==> config.mk <==
export PLATFORM = sky130hd
export DESIGN_NAME = timer16_wave_mode_control
export DESIGN_NICKNAME = d
export VERILOG_FILES = /design/src/timer16_pkg.sv /design/src/timer16_wave_mode_control.sv /design/src/wave_mode_decode.sv /design/src/wave_output_unit.sv
export SDC_FILE = /design/constraint.sdc
export NUM_CORES = 1
export LEC_CHECK = 0
export BUFFER_PORTS_ARGS = -buffer_cell sky130_fd_sc_hd__buf_2
export CELL_PAD_IN_SITES_DETAIL_PLACEMENT = 2
export CELL_PAD_IN_SITES_GLOBAL_PLACEMENT = 2
export CORE_MARGIN = 2
export CORE_UTILIZATION = 43
export DETAILED_ROUTE_END_ITERATION = 12
export GPL_TIMING_DRIVEN = 0
export PLACE_DENSITY_LB_ADDON = 0.1
export SYNTH_ARGS = -nofsm -noshare
export SYNTH_HDL_FRONTEND = slang
export SYNTH_SLANG_ARGS = --single-unit
export TNS_END_PERCENT = 1
==> constraint.sdc <==
create_clock -name clk -period 4.56 [get_ports clk]
set_input_delay 0.228 -clock clk [delete_from_list [all_inputs] [get_ports clk]]
set_output_delay 0.228 -clock clk [all_outputs]
set_load 0.03 [all_outputs]
==> src/timer16_pkg.sv <==
// Shared constants and types for the 16-bit timer wave-mode control block.
package timer16_pkg;

  localparam logic [5:0] ADDR_CTRL_A = 6'h2F;
  localparam logic [5:0] ADDR_CTRL_B = 6'h23;
  localparam logic [5:0] ADDR_CNT_L  = 6'h2C;
  localparam logic [5:0] ADDR_CNT_H  = 6'h2D;
  localparam logic [5:0] ADDR_CMPA_L = 6'h2A;
  localparam logic [5:0] ADDR_CMPA_H = 6'h2B;
  localparam logic [5:0] ADDR_CMPB_L = 6'h28;
  localparam logic [5:0] ADDR_CMPB_H = 6'h29;
  localparam logic [5:0] ADDR_CAP_L  = 6'h24;
  localparam logic [5:0] ADDR_CAP_H  = 6'h25;
  localparam logic [5:0] ADDR_FLAGS  = 6'h2E;

  localparam int OUT_MODE_A_POS = 6;
  localparam int OUT_MODE_B_POS = 4;
  localparam int WAVE_LO_POS    = 0;
  localparam int WAVE_HI_POS    = 3;
  localparam int CLK_SEL_POS    = 0;
  localparam int OVF_POS        = 0;

  localparam logic [7:0] CTRL_A_MASK  = 8'hF3;
  localparam logic [7:0] CTRL_B_MASK  = 8'hDF;
  localparam logic [7:0] CTRL_A_RESET = 8'h00;
  localparam logic [7:0] CTRL_B_RESET = 8'h00;
  localparam logic [15:0] REG16_RESET = 16'h0000;
  localparam logic [7:0] BYTE_RESET   = 8'h00;

  localparam logic [15:0] TOP_MAX   = 16'hFFFF;
  localparam logic [15:0] TOP_8BIT  = 16'h00FF;
  localparam logic [15:0] TOP_9BIT  = 16'h01FF;
  localparam logic [15:0] TOP_10BIT = 16'h03FF;
  localparam logic [15:0] BOTTOM    = 16'h0000;
  localparam logic [15:0] COUNT_ONE = 16'h0001;

  localparam logic [3:0] WS_NORMAL   = 4'h0;
  localparam logic [3:0] WS_PC8      = 4'h1;
  localparam logic [3:0] WS_PC9      = 4'h2;
  localparam logic [3:0] WS_PC10     = 4'h3;
  localparam logic [3:0] WS_CLR_CMP  = 4'h4;
  localparam logic [3:0] WS_FAST8    = 4'h5;
  localparam logic [3:0] WS_FAST9    = 4'h6;
  localparam logic [3:0] WS_FAST10   = 4'h7;
  localparam logic [3:0] WS_PFC_CAP  = 4'h8;
  localparam logic [3:0] WS_PFC_CMP  = 4'h9;
  localparam logic [3:0] WS_PC_CAP   = 4'hA;
  localparam logic [3:0] WS_PC_CMP   = 4'hB;
  localparam logic [3:0] WS_CLR_CAP  = 4'hC;
  localparam logic [3:0] WS_FAST_CAP = 4'hE;
  localparam logic [3:0] WS_FAST_CMP = 4'hF;

  localparam logic [1:0] OM_OFF    = 2'h0;
  localparam logic [1:0] OM_TOGGLE = 2'h1;
  localparam logic [1:0] OM_CLEAR  = 2'h2;
  localparam logic [1:0] OM_SET    = 2'h3;

  typedef enum logic [1:0] {KIND_PLAIN, KIND_FAST, KIND_PHASE, KIND_FREQ} wave_kind_t;
  typedef enum logic [1:0] {AT_NONE, AT_MAX, AT_TOP, AT_BOTTOM} point_t;

endpackage

==> src/timer16_wave_mode_control.sv <==
// Top of the 16-bit timer: byte bus registers, counter and two waveform pins.
//
// Functional notes
// - One high-byte latch shared by all 16-bit registers.
// - Latch keeps its value after low-byte write.
// - Nonzero output mode hands the pin to waveform unless 1101 or PWM mode 01 is off.
// - Pin driver enabled only by port direction bit.
// - Non-PWM: off, toggle, clear, set on match.
// - PWM mode 01: off, or toggle A when msb.
// - Fast PWM: match clears/sets, bottom does opposite.
// - Fast PWM: match at top ignored, bottom acts.
// - Dual slope: up-match and down-match act oppositely.
// - Wave select joins two control A, two control B bits.
// - Normal: top FFFF, immediate reload, flag at max.
// - Phase correct: tops, reload at top, flag bottom.
// - Clear-on-compare: top compare A or capture; 1101 reserved.
// - Fast PWM: tops, reload and flag at top.
// - Phase-frequency: top capture/compare A, events at bottom.
// - Low write loads both bytes; low read latches high.
// - Compare reads bypass the shared high-byte latch.
`timescale 1ns/1ns
module timer16_wave_mode_control
  import timer16_pkg::*;
(
  input  wire logic       clk,
  input  wire logic       rst_n,
  input  wire logic [5:0] ioAddr,
  input  wire logic [7:0] ioWrData,
  input  wire logic       ioWrite,
  input  wire logic       ioRead,
  output logic      [7:0] ioRdData,
  input  wire logic       portOutA,
  input  wire logic       portDirA,
  input  wire logic       portOutB,
  input  wire logic       portDirB,
  output logic            pinOutA,
  output logic            pinOeA,
  output logic            pinOutB,
  output logic            pinOeB,
  output logic            waveOutA,
  output logic            waveOutB,
  output logic            overflowFlag
);

  typedef struct packed {
    logic [7:0]       ctrlA;
    logic [7:0]       ctrlB;
    logic [15:0]      count;
    logic             countDown;
    logic [1:0][15:0] cmp;
    logic [1:0][15:0] cmpBuf;
    logic [15:0]      capture;
    logic [7:0]       tempHigh;
    logic             ovf;
    logic             blockMatch;
    logic [1:0]       level;
    logic [7:0]       rdData;
    logic [1:0]       pinOut;
    logic [1:0]       pinOe;
  } state_t;

  state_t     s_reg;
  state_t     s_next;
  logic [3:0] waveSelect;
  wave_kind_t waveKind;
  logic [15:0] topValue;
  point_t     reloadPoint;
  point_t     flagPoint;
  logic       running;
  logic       dualSlope;
  logic       atTop;
  logic       atBottom;
  logic       atMax;
  logic       reservedMode;
  logic [1:0] outMode [2];
  logic [1:0] matchHit;
  logic [1:0] matchAtTop;
  logic [1:0] levelNext;
  logic [1:0] connected;
  logic [1:0] portOutVec;
  logic [1:0] portDirVec;

  assign waveSelect = {s_reg.ctrlB[WAVE_HI_POS +: 2], s_reg.ctrlA[WAVE_LO_POS +: 2]};
  assign reservedMode = (waveSelect == 4'hD);
  assign outMode[0] = s_reg.ctrlA[OUT_MODE_A_POS +: 2];
  assign outMode[1] = s_reg.ctrlA[OUT_MODE_B_POS +: 2];
  assign portOutVec = {portOutB, portOutA};
  assign portDirVec = {portDirB, portDirA};

  // Any nonzero clock select runs the counter at the full clock rate.
  assign running   = (s_reg.ctrlB[CLK_SEL_POS +: 3] != 3'h0);
  assign dualSlope = (waveKind == KIND_PHASE) || (waveKind == KIND_FREQ);
  assign atTop     = (s_reg.count == topValue);
  assign atBottom  = (s_reg.count == BOTTOM);
  assign atMax     = (s_reg.count == TOP_MAX);

  wave_mode_decode u_decode (
    .waveSelect   (waveSelect),
    .compareA     (s_reg.cmp[0]),
    .captureValue (s_reg.capture),
    .waveKind     (waveKind),
    .topValue     (topValue),
    .reloadPoint  (reloadPoint),
    .flagPoint    (flagPoint)
  );

  genvar ch;
  generate
    for (ch = 0; ch < 2; ch++) begin : g_chan
      // A write to the counter suppresses the match on the following tick.
      assign matchHit[ch]   = running && !s_reg.blockMatch && (s_reg.count == s_reg.cmp[ch]);
      assign matchAtTop[ch] = (s_reg.cmp[ch] == topValue);
      wave_output_unit u_out (
        .waveKind     (waveKind),
        .outMode      (outMode[ch]),
        .selMsb       (waveSelect[3]),
        .isChanA      (ch == 0),
        .reservedMode (reservedMode),
        .matchHit     (matchHit[ch]),
        .matchAtTop   (matchAtTop[ch]),
        .bottomHit    (running && atBottom),
        .countUp      (!s_reg.countDown),
        .levelNow     (s_reg.level[ch]),
        .levelNext    (levelNext[ch]),
        .connected    (connected[ch])
      );
    end
  endgenerate

  always_comb begin
    logic flagHit;
    logic reloadHit;
    logic [15:0] wordIn;
    flagHit   = 1'b0;
    reloadHit = 1'b0;
    wordIn    = {s_reg.tempHigh, ioWrData};
    s_next    = s_reg;
    s_next.rdData = BYTE_RESET;

    if (running) begin
      s_next.blockMatch = 1'b0;
      if (!dualSlope) begin
        s_next.countDown = 1'b0;
        s_next.count = atTop ? BOTTOM : 16'(s_reg.count + COUNT_ONE);
      end else if (!s_reg.countDown) begin
        if (atTop && !atBottom) begin
          s_next.countDown = 1'b1;
          s_next.count = 16'(s_reg.count - COUNT_ONE);
        end else begin
          s_next.count = 16'(s_reg.count + COUNT_ONE);
        end
      end else if (atBottom) begin
        s_next.countDown = 1'b0;
        s_next.count = 16'(s_reg.count + COUNT_ONE);
      end else begin
        s_next.count = 16'(s_reg.count - COUNT_ONE);
      end
      case (flagPoint)
        AT_MAX:    flagHit = atMax;
        AT_TOP:    flagHit = atTop;
        AT_BOTTOM: flagHit = atBottom;
        default:   flagHit = 1'b0;
      endcase
      case (reloadPoint)
        AT_TOP:    reloadHit = atTop;
        AT_BOTTOM: reloadHit = atBottom;
        default:   reloadHit = 1'b0;
      endcase
    end
    if (reloadHit) begin
      s_next.cmp = s_reg.cmpBuf;
    end
    s_next.level = levelNext;

    if (ioWrite) begin
      if (ioAddr == ADDR_CTRL_A) begin
        s_next.ctrlA = ioWrData & CTRL_A_MASK;
      end else if (ioAddr == ADDR_CTRL_B) begin
        s_next.ctrlB = ioWrData & CTRL_B_MASK;
      end else if (ioAddr == ADDR_CNT_H || ioAddr == ADDR_CMPA_H ||
                   ioAddr == ADDR_CMPB_H || ioAddr == ADDR_CAP_H) begin
        s_next.tempHigh = ioWrData;
      end else if (ioAddr == ADDR_CNT_L) begin
        s_next.count = wordIn;
        s_next.blockMatch = 1'b1;
      end else if (ioAddr == ADDR_CMPA_L) begin
        s_next.cmpBuf[0] = wordIn;
        if (reloadPoint == AT_NONE) begin
          s_next.cmp[0] = wordIn;
        end
      end else if (ioAddr == ADDR_CMPB_L) begin
        s_next.cmpBuf[1] = wordIn;
        if (reloadPoint == AT_NONE) begin
          s_next.cmp[1] = wordIn;
        end
      end else if (ioAddr == ADDR_CAP_L) begin
        s_next.capture = wordIn;
      end else if (ioAddr == ADDR_FLAGS) begin
        if (ioWrData[OVF_POS]) begin
          s_next.ovf = 1'b0;
        end
      end
    end
    // Setting after the clear lets a same-cycle event survive the clear.
    if (flagHit) begin
      s_next.ovf = 1'b1;
    end

    if (ioRead) begin
      if (ioAddr == ADDR_CTRL_A) begin
        s_next.rdData = s_reg.ctrlA;
      end else if (ioAddr == ADDR_CTRL_B) begin
        s_next.rdData = s_reg.ctrlB;
      end else if (ioAddr == ADDR_CNT_L) begin
        s_next.rdData = s_reg.count[7:0];
        s_next.tempHigh = s_reg.count[15:8];
      end else if (ioAddr == ADDR_CAP_L) begin
        s_next.rdData = s_reg.capture[7:0];
        s_next.tempHigh = s_reg.capture[15:8];
      end else if (ioAddr == ADDR_CNT_H || ioAddr == ADDR_CAP_H) begin
        s_next.rdData = s_reg.tempHigh;
      end else if (ioAddr == ADDR_CMPA_L) begin
        s_next.rdData = s_reg.cmpBuf[0][7:0];
      end else if (ioAddr == ADDR_CMPA_H) begin
        s_next.rdData = s_reg.cmpBuf[0][15:8];
      end else if (ioAddr == ADDR_CMPB_L) begin
        s_next.rdData = s_reg.cmpBuf[1][7:0];
      end else if (ioAddr == ADDR_CMPB_H) begin
        s_next.rdData = s_reg.cmpBuf[1][15:8];
      end else if (ioAddr == ADDR_FLAGS) begin
        s_next.rdData = {7'h00, s_reg.ovf};
      end
    end

    for (int i = 0; i < 2; i++) begin
      s_next.pinOut[i] = connected[i] ? levelNext[i] : portOutVec[i];
      s_next.pinOe[i]  = portDirVec[i];
    end
  end

  always_ff @(posedge clk or negedge rst_n) begin
    if (!rst_n) begin
      s_reg.ctrlA      <= CTRL_A_RESET;
      s_reg.ctrlB      <= CTRL_B_RESET;
      s_reg.count      <= REG16_RESET;
      s_reg.countDown  <= 1'b0;
      s_reg.cmp        <= {REG16_RESET, REG16_RESET};
      s_reg.cmpBuf     <= {REG16_RESET, REG16_RESET};
      s_reg.capture    <= REG16_RESET;
      s_reg.tempHigh   <= BYTE_RESET;
      s_reg.ovf        <= 1'b0;
      s_reg.blockMatch <= 1'b0;
      s_reg.level      <= 2'h0;
      s_reg.rdData     <= BYTE_RESET;
      s_reg.pinOut     <= 2'h0;
      s_reg.pinOe      <= 2'h0;
    end else begin
      s_reg <= s_next;
    end
  end

  assign ioRdData     = s_reg.rdData;
  assign pinOutA      = s_reg.pinOut[0];
  assign pinOeA       = s_reg.pinOe[0];
  assign pinOutB      = s_reg.pinOut[1];
  assign pinOeB       = s_reg.pinOe[1];
  assign waveOutA     = s_reg.level[0];
  assign waveOutB     = s_reg.level[1];
  assign overflowFlag = s_reg.ovf;

endmodule

==> src/wave_mode_decode.sv <==
// Decodes the wave-select value into count style, top value and event points.
`timescale 1ns/1ns
module wave_mode_decode
  import timer16_pkg::*;
(
  input  wire logic [3:0]  waveSelect,
  input  wire logic [15:0] compareA,
  input  wire logic [15:0] captureValue,
  output wave_kind_t       waveKind,
  output logic [15:0]      topValue,
  output point_t           reloadPoint,
  output point_t           flagPoint
);

  always_comb begin
    waveKind    = KIND_PLAIN;
    topValue    = TOP_MAX;
    reloadPoint = AT_NONE;
    flagPoint   = AT_MAX;
    case (waveSelect)
      WS_NORMAL: begin
        topValue = TOP_MAX;
      end
      WS_PC8, WS_PC9, WS_PC10, WS_PC_CAP, WS_PC_CMP: begin
        waveKind    = KIND_PHASE;
        reloadPoint = AT_TOP;
        flagPoint   = AT_BOTTOM;
        if (waveSelect == WS_PC8) begin
          topValue = TOP_8BIT;
        end else if (waveSelect == WS_PC9) begin
          topValue = TOP_9BIT;
        end else if (waveSelect == WS_PC10) begin
          topValue = TOP_10BIT;
        end else if (waveSelect == WS_PC_CAP) begin
          topValue = captureValue;
        end else begin
          topValue = compareA;
        end
      end
      WS_CLR_CMP: begin
        topValue = compareA;
      end
      WS_CLR_CAP: begin
        topValue = captureValue;
      end
      WS_FAST8, WS_FAST9, WS_FAST10, WS_FAST_CAP, WS_FAST_CMP: begin
        waveKind    = KIND_FAST;
        reloadPoint = AT_TOP;
        flagPoint   = AT_TOP;
        if (waveSelect == WS_FAST8) begin
          topValue = TOP_8BIT;
        end else if (waveSelect == WS_FAST9) begin
          topValue = TOP_9BIT;
        end else if (waveSelect == WS_FAST10) begin
          topValue = TOP_10BIT;
        end else if (waveSelect == WS_FAST_CAP) begin
          topValue = captureValue;
        end else begin
          topValue = compareA;
        end
      end
      WS_PFC_CAP, WS_PFC_CMP: begin
        waveKind    = KIND_FREQ;
        reloadPoint = AT_BOTTOM;
        flagPoint   = AT_BOTTOM;
        topValue    = (waveSelect == WS_PFC_CAP) ? captureValue : compareA;
      end
      default: begin
        // The reserved code counts like normal mode but never drives a pin.
        flagPoint = AT_NONE;
      end
    endcase
  end

endmodule

==> src/wave_output_unit.sv <==
// Next waveform level and pin takeover for one compare channel.
`timescale 1ns/1ns
module wave_output_unit
  import timer16_pkg::*;
(
  input  wave_kind_t       waveKind,
  input  wire logic [1:0]  outMode,
  input  wire logic        selMsb,
  input  wire logic        isChanA,
  input  wire logic        reservedMode,
  input  wire logic        matchHit,
  input  wire logic        matchAtTop,
  input  wire logic        bottomHit,
  input  wire logic        countUp,
  input  wire logic        levelNow,
  output logic             levelNext,
  output logic             connected
);

  logic pwmToggle;

  always_comb begin
    pwmToggle = (outMode == OM_TOGGLE) && selMsb && isChanA;
    levelNext = levelNow;
    connected = 1'b0;
    if (waveKind == KIND_PLAIN) begin
      connected = (outMode != OM_OFF) && !reservedMode;
      if (matchHit && connected) begin
        case (outMode)
          OM_TOGGLE: levelNext = ~levelNow;
          OM_CLEAR:  levelNext = 1'b0;
          OM_SET:    levelNext = 1'b1;
          default:   levelNext = levelNow;
        endcase
      end
    end else begin
      connected = outMode[1] || pwmToggle;
      if (outMode[1] && waveKind == KIND_FAST) begin
        // A match in the bottom cycle wins, so the pin holds the match level.
        if (matchHit && !matchAtTop) begin
          levelNext = outMode[0];
        end else if (bottomHit) begin
          levelNext = ~outMode[0];
        end
      end else if (outMode[1]) begin
        if (matchHit) begin
          levelNext = countUp ? outMode[0] : ~outMode[0];
        end
      end else if (pwmToggle && matchHit) begin
        levelNext = ~levelNow;
      end
    end
  end

endmodule

-- Word level (Yosys, flattened, before mapping)
Index checks and enable logic that the tools add are counted.
W data, S select, Z words.
- register bits: 134
- input bits: 22
- output and inout bits: 15
- word-level logic and storage cells: 226
- $add $sub $neg: 2
- equality and inequality tests: 53
- mux-type cells: 97
- bitwise operators: 10
- reduce and logical (&&, ||, !) cells: 48
- operators with widths (operator ; number):
    $mux W16 ; 28
    $mux W90 ; 3
    $mux W80 ; 2
    $mux W8 ; 16
    $eq A16 B16 Y1 ; 5
    $pmux W16 S5 ; 1
    $eq A6 B6 Y1 const B ; 11
    $mux W17 ; 3
    $mux W1 ; 35
    $eq A4 B4 Y1 const B ; 8
    $mux W32 ; 1
    $eq A2 B2 Y1 const B ; 10
    $add A16 B1 Y16 const B ; 1
    $eq A16 B16 Y1 const B ; 1
    $eq A4 B3 Y1 const B ; 4
    $logic_not A16 Y1 ; 1
    $sub A16 B1 Y16 const B ; 1
    $logic_and A1 B1 Y1 ; 15
    $ne A2 B2 Y1 const B ; 7
    $pmux W2 S3 ; 2
    $not A1 Y1 ; 10
    $reduce_and A10 Y1 ; 1
    $reduce_bool A2 Y1 ; 5
    $reduce_or A10 Y1 ; 1
    21 further kinds ; 38

-- Longest topological paths before layout
Gate-level depths: netlist of the first run.
- depth after elaboration: 23
- mapped depth: 14
- gate-level depth less buffers: 12

-- Modules after synthesis
Synthesis of the first run repeated with hierarchy kept, for this count alone.
- cell total of the unflattened synthesis: 936
- area total of the unflattened synthesis: 8982.4 um^2
- by module, submodules not included (module ; instances ; cells an instance ; area each (um^2) ; sequential area each (um^2)):
    timer16_wave_mode_control ; 1 ; 780 ; 7992.7 ; 3353.2
    wave_mode_decode ; 1 ; 96 ; 571.8 ; 0.0
    wave_output_unit ; 2 ; 30 ; 209.0 ; 0.0

-- Worst setup path after synthesis of the first run
Ideal clock, no wire load.
- path type: register -> register
- from: register s_reg[125] in the netlist's numbering
- to: register s_reg, in the netlist waveOutB
- setup time: 129 ps
- arrival: 2918 ps
- data required time: 4431 ps
- slack: 1513 ps
- cell stages (with the launch flop): 12
- path buffers: 1
- period minus slack after synthesis: 3047 ps
- path through: dfrtp_1 buf_6 or4b_1 a21oi_1 nor2_1 xor2_1 or4_1 o41ai_1 mux2i_1 a21oi_1 o21ai_0 o21ai_0
- cells in the longest elaborated chain, start to end: 12
- elaborated cells between the ends (all ways): 42
- classes of those cells: 17 x eq/ne; 15 x mux; 10 x reduce/logical
- ends and longest elaborated chain (what ; line ; text):
    start, declared ; timer16_wave_mode_control.sv:62 ; state_t s_reg;
    start signal, assigned ; timer16_wave_mode_control.sv:258 ; s_reg <= s_next;
    $eq A4 B4 Y1, on equally long branches ; wave_mode_decode.sv:20, wave_mode_decode.sv:56, wave_mode_decode.sv:34 ;
    $mux W16, on equally long branches ; wave_mode_decode.sv:56, wave_mode_decode.sv:34 ;
    $mux W16, on equally long branches ; wave_mode_decode.sv:54, wave_mode_decode.sv:32 ;
    $mux W16, on equally long branches ; wave_mode_decode.sv:52, wave_mode_decode.sv:30 ;
    $mux W16, on equally long branches ; wave_mode_decode.sv:50, wave_mode_decode.sv:28 ;
    $pmux W16 S5 ; wave_mode_decode.sv:20 ; case (waveSelect)
    $eq A16 B16 Y1 ; timer16_wave_mode_control.sv:112 ; assign matchAtTop[ch] = (s_reg.cmp[ch] == topValue);
    $logic_not A1 Y1 ; wave_output_unit.sv:40 ; if (matchHit && !matchAtTop) begin
    $logic_and A1 B1 Y1 ; wave_output_unit.sv:40 ;
    $mux W1 ; wave_output_unit.sv:40 ;
    $mux W1 ; wave_output_unit.sv:38 ; if (outMode[1] && waveKind == KIND_FAST) begin
    $mux W1 (*) ; wave_output_unit.sv:26 ; if (waveKind == KIND_PLAIN) begin
    net g_chan[1].u_out.levelNext ; wave_output_unit.sv:16 ; output logic levelNext,
Mark *: on every way through the listed nets, which the timed path passes. The rest lies on a longest branch.
A chain may end at the register's enable or synchronous reset.

==> metrics.md, run 1 <==
| Metric | Value |
|---|---|
| Maximum vdd drop | 285 uV |
| Cell Chain, Critical Path | buf_6 -> buf_2 -> nor3_1 -> o21ai_0 -> and3_1 -> nor4b_1 -> nand4_1 -> nor2_1 -> buf_2 -> a22oi_2 -> buf_2 -> mux2i_1 -> o21ai_0 |
| Post-synth EDFFs | 0 |
| Hold depth | 3 |
| Synthesized flop and latch total | 134 |
| Syn Inst Count | approximately 1000 |
| Full die area | roughly 22000 sq um |
| Power Internal | approximately 0.0028 W |
| Die Y | 149 um |
| Nets | around 1100 |
| Maximum capacitance violations | 0 |
| Reg2reg start | s_reg[125] |
| Status | finished clean |
| CP Launch Type | flop |
| Syn_nets | about 1000 |
| H-tree depth | 4 |
| Critical path capture point type | flop |
| Biggest area consumer among synthesized cells | dfrtp_1 |
| DRT antenna net count | 0 |
| R2r setup slk | 0.05 ns |
| Io pins | 37 |
| Largest net degree at the start of global routing | 88 |
| Gpl congestion | between 0.9 and 1 |
| Drt total wl | roughly 44000 um |
| Number of cells on the critical path | 13 |
| Sum of negative setup slack | 0 ns |
| Routed length per instance | roughly 33 um |
| RSZ-0062 raised after global routing | no |
| CORE AREA | 20400 sq um |
| CP top delay family | simple AND/OR/NAND/NOR gates |
| Req. time, crit path | roughly 4.9 ns |
| R2R depth | 13 |
| Bufs and invs on worst path | 4 |
| Post-synth ARST share | 100% |
| CTS Buf Count | 17 |
| Initial antenna violation count | 0 |
| Layout cell share with drive strength beyond 1 | 16.2% |
| Post-DP HPWL | between 30000 and 40000 um |
| Sw power | 0.00230 W |
| Crit-path most repeated cell | buf_2 |
| Critical path origin | s_reg[125] |
| DRC errors left | 0 |
| Total Routing Usage GR | 40.6% |
| First-pass GRT wire length | between 60000 and 70000 um |
| Register share of total power | between 30% and 40% |
| Lkg Pwr | 4.27 nW |
| Via-to-Cell Ratio | 6.79 |
| CP endpoint | s_reg[88] |
| Worst slew pin tran | about 1.4 ns |
| Max FFs per register | 115 |
| Postcts setup bufs | 0 |
| Clk network pwr share | between 20 and 30% |
| Layout Skew | 0.0134 ns |
| Setup violators final | 0 |
| Reg clk slew, reported paths | about 0.070 ns |
| Cell Rows | 52 |
| Via Count | 9035 |
| Synth area leaders | dfrtp_1 37%, mux2_2 7.6%, mux2i_1 5.3%, o21ai_0 4.4%, nand2_1 4.3% |
| Root Driver | clkbuf_16 |
| CTS Buffer Depth | 2 |
| RR Endpoint | s_reg[88] |
| Count leader, synth | dfrtp_1 |
| Worst hold path type | input port to flop |
| Worst skew pair latency | approximately 0.45 ns |
| Initial DRC Count | 843 |
| Vias in the first global route | approximately 9600 |
| # clock sinks | 134 |
| IO buf count | 27 |
| Design Power | about 0.0051 W |
| Critical path type | flop to flop |
| Distinct cells, synth | 80 |
| Max Clk Rate | between 200 and 250 MHz |
| Crit path max fanout | 10 |
| Grt total ovfl | 0 |
| Die W | between 100 and 150 um |
| Mean Syn Cell Area | approximately 9.0 sq um |
| Post-synth top flop | dfrtp_1 |
| Slew HR | under 10% |
| Critical path's slowest cell | nor3_1 |
| CTS tree | yes |
| Slowest stage delay, CP | roughly 0.57 ns |
| CP arrival | 4.82 ns |
| Cell Pwr Density | approximately 500 nW/um^2 |
| Share of the synthesized area in the top cell type | a little under two fifths |
| Area Overhead vs Synth | 12.6% |
| TritonRoute pass-1 iters | 6 |
| Final Slew Violations | 0 |
| Synth Cell Area | between 9000 and 10000 sq um |
| Sequential area share after synthesis | a little under two fifths |
| Post-synth top cells | 134 x dfrtp_1, 104 x nand2_1, 79 x o21ai_0 |
| Initial Util | about 44% |
| Post-layout min period | between 4 and 5 ns |
| Yosys warnings | 0 |
| Combinational Power Share | 35.2% |
| Switching Fraction | 45.4% |
| Final Cycle Share | a little over nine tenths |
| Final hold vios | 0 |
| Ant diodes | 0 |
-- cell families after synthesis --
logic type	share of synthesized area (%)
and+or+nand+nor	16.2
AOI/OAI and AO/OA	20.2
DFF	37.2
muxes	14.7
buffers and inverters	5.58
xor gates and xnor gates	5.83
adders and majority gates	0.278
-- power by group through the flow --
stage / Sequential (W) / Clock [W] / Combinational (W)
floorplan: 0.00161 / 0 / 0.00115
global placement: 0.00180 / 0 / 0.00163
detailed placement: 0.00182 / 0 / 0.00169
CTS: 0.00181 / 0.00144 / 0.00173
global route: 0.00184 / 0.00149 / 0.00189
finish: 0.00184 / 0.00144 / 0.00178
-- area by class of cell --
type	instances	area (sq um)
fillers	2194	10300
multi-input cells	748	5160
flip-flops and latches	134	3350
clock buffers	17	425
plain buffers	84	387
well taps	270	338
repair buffers	31	199
clock inverters	15	158
inverters	31	116
-- tightest hold or removal path: stages --
cell and delay, ns:
buf_2 0.10, nor2_1 0.10, a31oi_1 0.05
-- through the flow --
step | util, % | area, sq um | hold slack [ns] | cells | worst slack [ns]
6_report | 49.6 | 10100 | 0.0613 | 1330 | 0.0461
5_1_grt | 49.6 | 10100 | 0.0949 | 1330 | 0.00408
4_1_cts | 49.6 | 10100 | 0.0543 | 1330 | 0.137
3_5_place_dp | 46.6 | 9520 | 0.207 | 1295 | 0.309
3_3_place_gp | 46.4 | 9480 | 0.336 | 1294 | 0.366
2_1_floorplan | - | 9010 | -0.0676 | 997 | 1.51
-- cell usage in the layout, fill, tap and decap left out, types with 4 or more instances in the layout --
master | Yosys | routed
a211oi_1 | 6 | 6
a21oi_1 | 55 | 55
a221oi_1 | 5 | 5
a222oi_1 | 6 | 6
a22oi_1 | 18 | 18
a31oi_1 | 14 | 14
and2_1 | 6 | 6
and3_1 | 7 | 7
buf_1 | 13 | 13
buf_2 | 12 | 38
buf_4 | 9 | 9
buf_6 | 3 | 4
clkbuf_1 | 47 | 47
clkbuf_16 | 0 | 17
dfrtp_1 | 134 | 134
inv_1 | 29 | 29
inv_6 | 0 | 6
mux2_2 | 61 | 61
mux2i_1 | 48 | 48
mux4_2 | 7 | 7
nand2_1 | 104 | 104
nand2b_1 | 6 | 6
nand3_1 | 18 | 18
nand4_1 | 17 | 17
nor2_1 | 58 | 58
nor2b_1 | 9 | 9
nor3_1 | 31 | 30
nor4_1 | 4 | 4
nor4b_1 | 6 | 5
o21a_1 | 8 | 8
o21ai_0 | 79 | 78
o22a_1 | 4 | 4
o22ai_1 | 22 | 22
o31ai_1 | 6 | 6
or3_1 | 13 | 13
xnor2_1 | 40 | 40
xor2_1 | 20 | 20
-- how the worst min path moves through the flow --
stage / from / to / slack (ns)
2_1_floorplan: rst_n / ioRdData[0] / -0.07
3_3_place_gp: portDirB / pinOeB / 0.34
3_5_place_dp: rst_n / s_reg[104] / 0.21
4_1_cts: portOutA / pinOutA / 0.05
5_1_grt: portOutA / pinOutA / 0.09
6_report: portOutA / pinOutA / 0.06
-- routing by layer --
layer / GRT usage (%) / vias up / routed length [um]
met5: 0 / - / 0
met4: 22.4 / 0 / 2710
met3: 10.8 / 170 / 3410
met2: 65.5 / 435 / 20500
met1: 49.5 / 4677 / 17300
li1: - / 3753 / -
-- repair_timing --
action / CTS / global route
setup endpoints to repair: 0 / 10
hold buffers: 3 / 0
hold endpoints to repair: 49 / 0
resized for setup: 0 / 1
No activity file was read; power rests on OpenSTA's default activity.
==> run 2, diff against run 1 <==
--- a/config.mk
+++ b/config.mk
@@ -5,7 +5,7 @@
 export SDC_FILE = /design/constraint.sdc
 export NUM_CORES = 1
 export LEC_CHECK = 0
-export BUFFER_PORTS_ARGS = -buffer_cell sky130_fd_sc_hd__buf_2
+export BUFFER_PORTS_ARGS = -buffer_cell sky130_fd_sc_hd__buf_4
 export CELL_PAD_IN_SITES_DETAIL_PLACEMENT = 2
 export CELL_PAD_IN_SITES_GLOBAL_PLACEMENT = 2
 export CORE_MARGIN = 2
==> run 2 against run 1 <==
Register-to-register slack better by 0.15 ns. Total power up 2.7%. Clock skew increased by 0.0055 ns. Global-route usage rose by 1.4 points. Sequential power about the same. Critical path type unchanged. Final cell count increased by 0.15%.
==> metrics.md, run 2 (same netlist as run 1, synthesis figures left out) <==
| Metric | Value |
|---|---|
| CTS Buf Count | 17 (unchanged) |
| Critical path capture point type | flop |
| Total Routing Usage GR | 42.0% (+1.4 points) |
| # clock sinks | 134 (unchanged) |
| Finished Layout Cells | 1332 (+0.15%) |
| Root Driver | clkbuf_16 |
| Crit-path most repeated cell | buf_2 |
| Reg clk slew, reported paths | 0.07 ns (about the same) |
| Via-to-Cell Ratio | 6.88 (+1.3%) |
| DRT antenna net count | 0 (unchanged) |
| Post-DP HPWL | 31100 um (+2.6%) |
| Gpl congestion | 0.967 (about the same) |
| RSZ-0062 raised after global routing | no |
| Placed cells | 1296 (+0.077%) |
| Status | finished clean |
| First-pass GRT wire length | 66900 um (+3.4%) |
| IO buf count | 27 (unchanged) |
| Setup ws final | 0.196 ns (+0.150 ns) |
| Vias in the first global route | 9933 (+3.2%) |
| CP Launch Type | flop |
| Final Slew Violations | 0 (unchanged) |
| CTS Buffer Depth | 2 (unchanged) |
| Setup violators final | 0 (unchanged) |
| Sum of negative setup slack | 0 ns (unchanged) |
| Final hold vios | 0 (unchanged) |
| TritonRoute pass-1 iters | 5 (-1) |
| Via Count | 9167 (+1.5%) |
| Max Clk Rate | 229 MHz (+3.4%) |
| Commonest non-fill, non-tap cell in the layout | dfrtp_1 |
| Grt total ovfl | 0 (unchanged) |
| Cell Pwr Density | 507 nW/um^2 (+1.6%) |
| CORE AREA | 20400 sq um (unchanged) |
| Die Y | 149 um (unchanged) |
| Worst hold path type | input port to flop |
| Initial DRC Count | 863 (+2.4%) |
| CP arrival | 4.67 ns (-0.15 ns) |
| Maximum vdd drop | 271 uV (-4.7%) |
| Cell Chain, Critical Path | buf_6 -> buf_2 -> nor3_1 -> o21ai_0 -> and3_1 -> a211oi_1 -> nand4_1 -> nor2_1 -> buf_2 -> a22oi_2 -> buf_2 -> mux2i_1 -> o21ai_0 |
| Req. time, crit path | 4.86 ns (about the same) |
| Max FFs per register | 115 (unchanged) |
| Largest net degree at the start of global routing | 94 (+6.8%) |
| Slew HR | 27.6% (+22 points) |
| Place WS | 0.241 ns (-0.0672 ns) |
| Final Cycle Share | 95.7% (-3.3 points) |
| Worst slew pin tran | 1.08 ns (-0.326 ns) |
| Cell Rows | 52 (unchanged) |
| Nets | 1072 (+0.093%) |
| Area Overhead vs Synth | 13.8% |
| Routed length per instance | 33.9 um (+2.7%) |
| Initial Util | 44.1% (unchanged) |
| Lkg Pwr | 4.30 nW (+0.83%) |
| Critical path type | flop to flop |
| Crit path max fanout | 10 (unchanged) |
| DRC errors left | 0 (unchanged) |
| Die W | 149 um (unchanged) |
| Fillers | 2202 (+0.36%) |
| Slowest stage delay, CP | 0.55 ns (-0.02 ns) |
| Initial antenna violation count | 0 (unchanged) |
| H-tree depth | 4 (unchanged) |
| Layout Skew | 0.0189 ns (+0.00552 ns) |
| Post-layout min period | 4.36 ns (-0.150 ns) |
| Io pins | 37 (unchanged) |
| Worst skew pair latency | 0.45 ns (about the same) |
| Critical path's slowest cell | nor3_1 |
| Full die area | 22100 sq um (unchanged) |
| Maximum capacitance violations | 0 (unchanged) |
| Layout cell share with drive strength beyond 1 | 16.4% (+0.17 points) |
| Most frequent cells in the layout | 134 x dfrtp_1, 104 x nand2_1, 78 x o21ai_0 |
| Drt total wl | 45100 um (+2.9%) |
| CTS tree | yes |
run 2: cell count changes in the layout (fill, tap and decap cells not counted), sizes merged:
| cell | before | now |
|---|---|---|
| buf | 65 | 66 |
| bufinv | 0 | 3 |
| inv | 38 | 35 |
| clkinv | 8 | 7 |
| clkinvlp | 0 | 1 |
| diode | 0 | 1 |
run 2: per-stage QoR:
| step | instance area (sq um) | utilization, % | total power [W] | hold slack, ns |
|---|---|---|---|---|
| 2_1_floorplan | 9010 | - | 0.00276 | -0.0676 |
| 3_3_place_gp | 9550 | 46.7 | 0.00345 | 0.337 |
| 3_5_place_dp | 9590 | 46.9 | 0.00354 | 0.177 |
| 4_1_cts | 10200 | 50.1 | 0.00511 | 0.0838 |
| 5_1_grt | 10300 | 50.2 | 0.00535 | 0.111 |
| 6_report | 10300 | 50.2 | 0.00520 | 0.0890 |
run 2: final timing paths:
check                      cells past startpoint  startpoint  slack, ns    endpoint
setup reg to reg                              13  s_reg[125]       0.20   s_reg[80]
hold reg to reg                                1  s_reg[127]       0.52  s_reg[127]
max in group asynchronous                      3       rst_n       3.42   s_reg[37]
setup / recovery                              13  s_reg[125]       0.20   s_reg[80]
min in group asynchronous                      2       rst_n       0.27  s_reg[104]
hold / removal                                 3    portOutA       0.09     pinOutA
run 2: cell type report:
class,instances,area [sq um],area share [%]
Inverter,31,116,1.13
Sequential cell,134,3350,32.7
Tap cell,270,338,3.29
Antenna cell,1,2.50,0.0244
Buffer,84,387,3.77
Timing Repair Buffer,32,269,2.62
Clock buffer,17,425,4.15
Multi-Input combinational cell,748,5170,50.4
Clock inverter,15,194,1.89
run 2: what timing repair did:
action                     4_1_cts  5_1_grt
gates resized for setup          0        2
setup endpoints to repair        0       10
hold endpoints to repair        43        0
hold buffers                     3        0
buffers inserted                 0        0
run 2: per-layer routing:
metal	GRT usage, %	vias up	wire, um
met5	0	-	0
met4	23.5	0	2750
met3	11.2	191	3880
met2	67.7	514	21200
met1	51.2	4703	17300
li1	-	3759	-
run 2: worst max-delay path, delay by kind of cell (launching register included):
| family | cells | cell delay, ns |
|---|---|---|
| and+or+nand+nor | 4 | 1.45 |
| buffers and inverters | 4 | 0.96 |
| AOI/OAI and AO/OA | 4 | 1.29 |
| DFF | 1 | 0.38 |
| muxes | 1 | 0.16 |
run 2: power by group:
| part | switching, W | internal (W) |
|---|---|---|
| sequential | 0.000435 | 0.00141 |
| clock | 0.000653 | 0.000878 |
| combinational | 0.00119 | 0.000637 |
==> run 3, diff against run 2 <==
--- a/config.mk
+++ b/config.mk
@@ -12,7 +12,7 @@
 export CORE_UTILIZATION = 43
 export DETAILED_ROUTE_END_ITERATION = 12
 export GPL_TIMING_DRIVEN = 0
-export PLACE_DENSITY_LB_ADDON = 0.1
+export PLACE_DENSITY = 0.88
 export SYNTH_ARGS = -nofsm -noshare
 export SYNTH_HDL_FRONTEND = slang
 export SYNTH_SLANG_ARGS = --single-unit
==> run 3 against run 2 <==
Sequential cell count is the same. First-iteration DRC count up 17%. Final cell count hardly changed. Combinational power rose by 2%. Clock power down 7%. Via count is 2.9% higher. Utilization down 0.28 points. Worst hold slack worse by 0.025 ns.
==> metrics.md, run 3 (same netlist as run 1, synthesis figures left out) <==
| Metric | Value |
|---|---|
| GR peak layer | met2 |
| Hold depth | 3 (unchanged) |
| Worst skew pair latency | 0.45 ns (about the same) |
| Worst slew pin tran | 1.12 ns (+0.0377 ns) |
| DRC errors left | 0 (unchanged) |
| Total Routing Usage GR | 42.3% (+0.31 points) |
| Maximum vdd drop | 243 uV (-11%) |
| Gpl congestion | 0.963 (-0.43%) |
| Lkg Pwr | 4.27 nW (-0.80%) |
| Initial Util | 44.1% (unchanged) |
| Full die area | 22100 sq um (unchanged) |
| Final Cycle Share | 98.7% (+3.0 points) |
| Hold Crit Start | portOutA |
| Post-layout min period | 4.50 ns (+0.135 ns) |
| Critical path type | flop to flop |
| Vias in the first global route | 10200 (+2.5%) |
| Slew HR | 24.7% (-2.9 points) |
| Critical path capture point type | flop |
| CP arrival | 4.76 ns (+0.09 ns) |
| Fillers | 2182 (-0.91%) |
| CTS Buf Count | 17 (unchanged) |
| Multi-input combinational cell area | 5170 sq um (unchanged) |
| Drt total wl | 46100 um (+2.1%) |
| Sequential cell area | 3350 sq um (unchanged) |
| Critical path origin | s_reg[130] |
| Sum of negative setup slack | 0 ns (unchanged) |
| CTS tree | yes |
| TritonRoute pass-1 iters | 6 (+1) |
| Layout cell share with drive strength beyond 1 | 16.3% (-0.079 points) |
| Final Util | 49.9% (-0.28 points) |
| Cell Rows | 52 (unchanged) |
| Met1 layer usage reported by global route | 51.7% (+0.45 points) |
| Reg2reg start | s_reg[130] |
| Via-to-Cell Ratio | 7.09 (+3.0%) |
| Reg clk slew, reported paths | 0.08 ns (about the same) |
| Worst hold path type | input port to flop |
| Layout Skew | 0.0146 ns (-0.00428 ns) |
| Setup violators final | 0 (unchanged) |
| WHS Endpoint | pinOutA |
| Req. time, crit path | 4.82 ns (-0.04 ns) |
| Maximum capacitance violations | 0 (unchanged) |
| Nets | 1072 (unchanged) |
| Routed length per instance | 34.6 um (+2.2%) |
| Most frequent cells in the layout | 134 x dfrtp_1, 104 x nand2_1, 78 x o21ai_0 |
| Area Overhead vs Synth | 13.2% |
| RR Endpoint | s_reg[81] |
| CP Launch Type | flop |
| IO buf count | 27 (unchanged) |
| First-pass GRT wire length | 67700 um (+1.2%) |
| Met3 Usage GRT | 10.2% (-0.95 points) |
| Via Count | 9437 (+2.9%) |
| Grt total ovfl | 0 (unchanged) |
| Largest net degree at the start of global routing | 94 (unchanged) |
| Crit path max fanout | 10 (unchanged) |
| Final Slew Violations | 0 (unchanged) |
| Post-DP HPWL | 32100 um (+3.2%) |
| R2R depth | 12 (-1) |
| Met2 GRT Util | 66.9% (-0.79 points) |
| R2r setup slk | 0.06 ns (-0.14 ns) |
| Die W | 149 um (unchanged) |
| # clock sinks | 134 (unchanged) |
| Final hold vios | 0 (unchanged) |
| Status | finished clean |
| Root Driver | clkbuf_16 |
| Max FFs per register | 115 (unchanged) |
| Cell Pwr Density | 502 nW/um^2 (-1.0%) |
| CORE AREA | 20400 sq um (unchanged) |
| Initial antenna violation count | 3 (+3) |
| DRT antenna net count | 0 (unchanged) |
| Max Clk Rate | 222 MHz (-3.0%) |
| CTS Buffer Depth | 2 (unchanged) |
| Initial DRC Count | 1008 (+17%) |
| Commonest non-fill, non-tap cell in the layout | dfrtp_1 |
| Die Y | 149 um (unchanged) |
| H-tree depth | 4 (unchanged) |
| RSZ-0062 raised after global routing | no |
| Io pins | 37 (unchanged) |
## run 3: changes by cell type in the layout (fill, tap and decap cells not counted), sizes merged
| cell | change |
|---|---|
| inv | -2 |
| clkbuf | +1 |
| clkinvlp | +2 |
| bufinv | -2 |
## run 3: timing repair
| item | CTS | global route |
|---|---|---|
| gates resized for setup | 0 | 2 |
| hold endpoints to repair | 43 | 0 |
| setup buffers | 0 | 0 |
| hold buffers | 3 | 0 |
| setup endpoints to repair | 0 | 3 |
## run 3: layout make-up
type	instances	share of cell area, %
plain buffers	84	3.79
repair buffers	32	2.64
clock inverters	13	1.21
well taps	270	3.31
multi-input cells	748	50.7
inverters	31	1.14
flip-flops and latches	134	32.9
diodes	1	0.0245
clock buffers	18	4.31
## run 3: stage by stage
stage	std cells	power [W]	setup slack [ns]	cell area [sq um]	hold slack (ns)
after detailed placement	1296	0.00355	0.309	9590	0.177
final	1331	0.00512	0.0604	10200	0.0641
after global routing	1331	0.00523	0.00482	10200	0.0840
after global placement	1294	0.00343	0.323	9550	0.338
after CTS	1330	0.00500	0.161	10200	0.0696
after floorplan	997	0.00276	1.51	9010	-0.0676
## run 3: how the worst max path moves through the flow
stage | slack, ns | end | cells after the start
after floorplan | 1.51 | waveOutB | 11
after global placement | 0.32 | pinOutB | 12
after detailed placement | 0.31 | waveOutB | 12
after CTS | 0.16 | s_reg[81] | 12
after global routing | 0.005 | s_reg[81] | 12
final | 0.06 | s_reg[81] | 12
## run 3: worst max-delay path: stages, from the launching register on
cell and delay, ns:
dfrtp_1 0.46, buf_6 0.19, clkbuf_1 0.49, nand2_1 0.32
o2111a_1 0.45, o22a_1 0.22, nand4_1 0.29, nor2_1 0.09
buf_2 0.23, a22oi_2 0.58, buf_2 0.45, mux2i_1 0.32
o21ai_0 0.22
## run 3: power breakdown
part,total [W],switching (W),internal [W]
Sequential,0.00183,0.000426,0.00141
Clock,0.00142,0.000651,0.000769
Combinational,0.00187,0.00123,0.000638
## run 3: per-layer routing
metal	vias to the layer above	wire length (um)	part of all wire, %
met5	-	21	0.046
met4	4	3420	7.4
met3	224	4030	8.7
met2	627	21200	46
met1	4822	17500	38
li1	3760	-	-
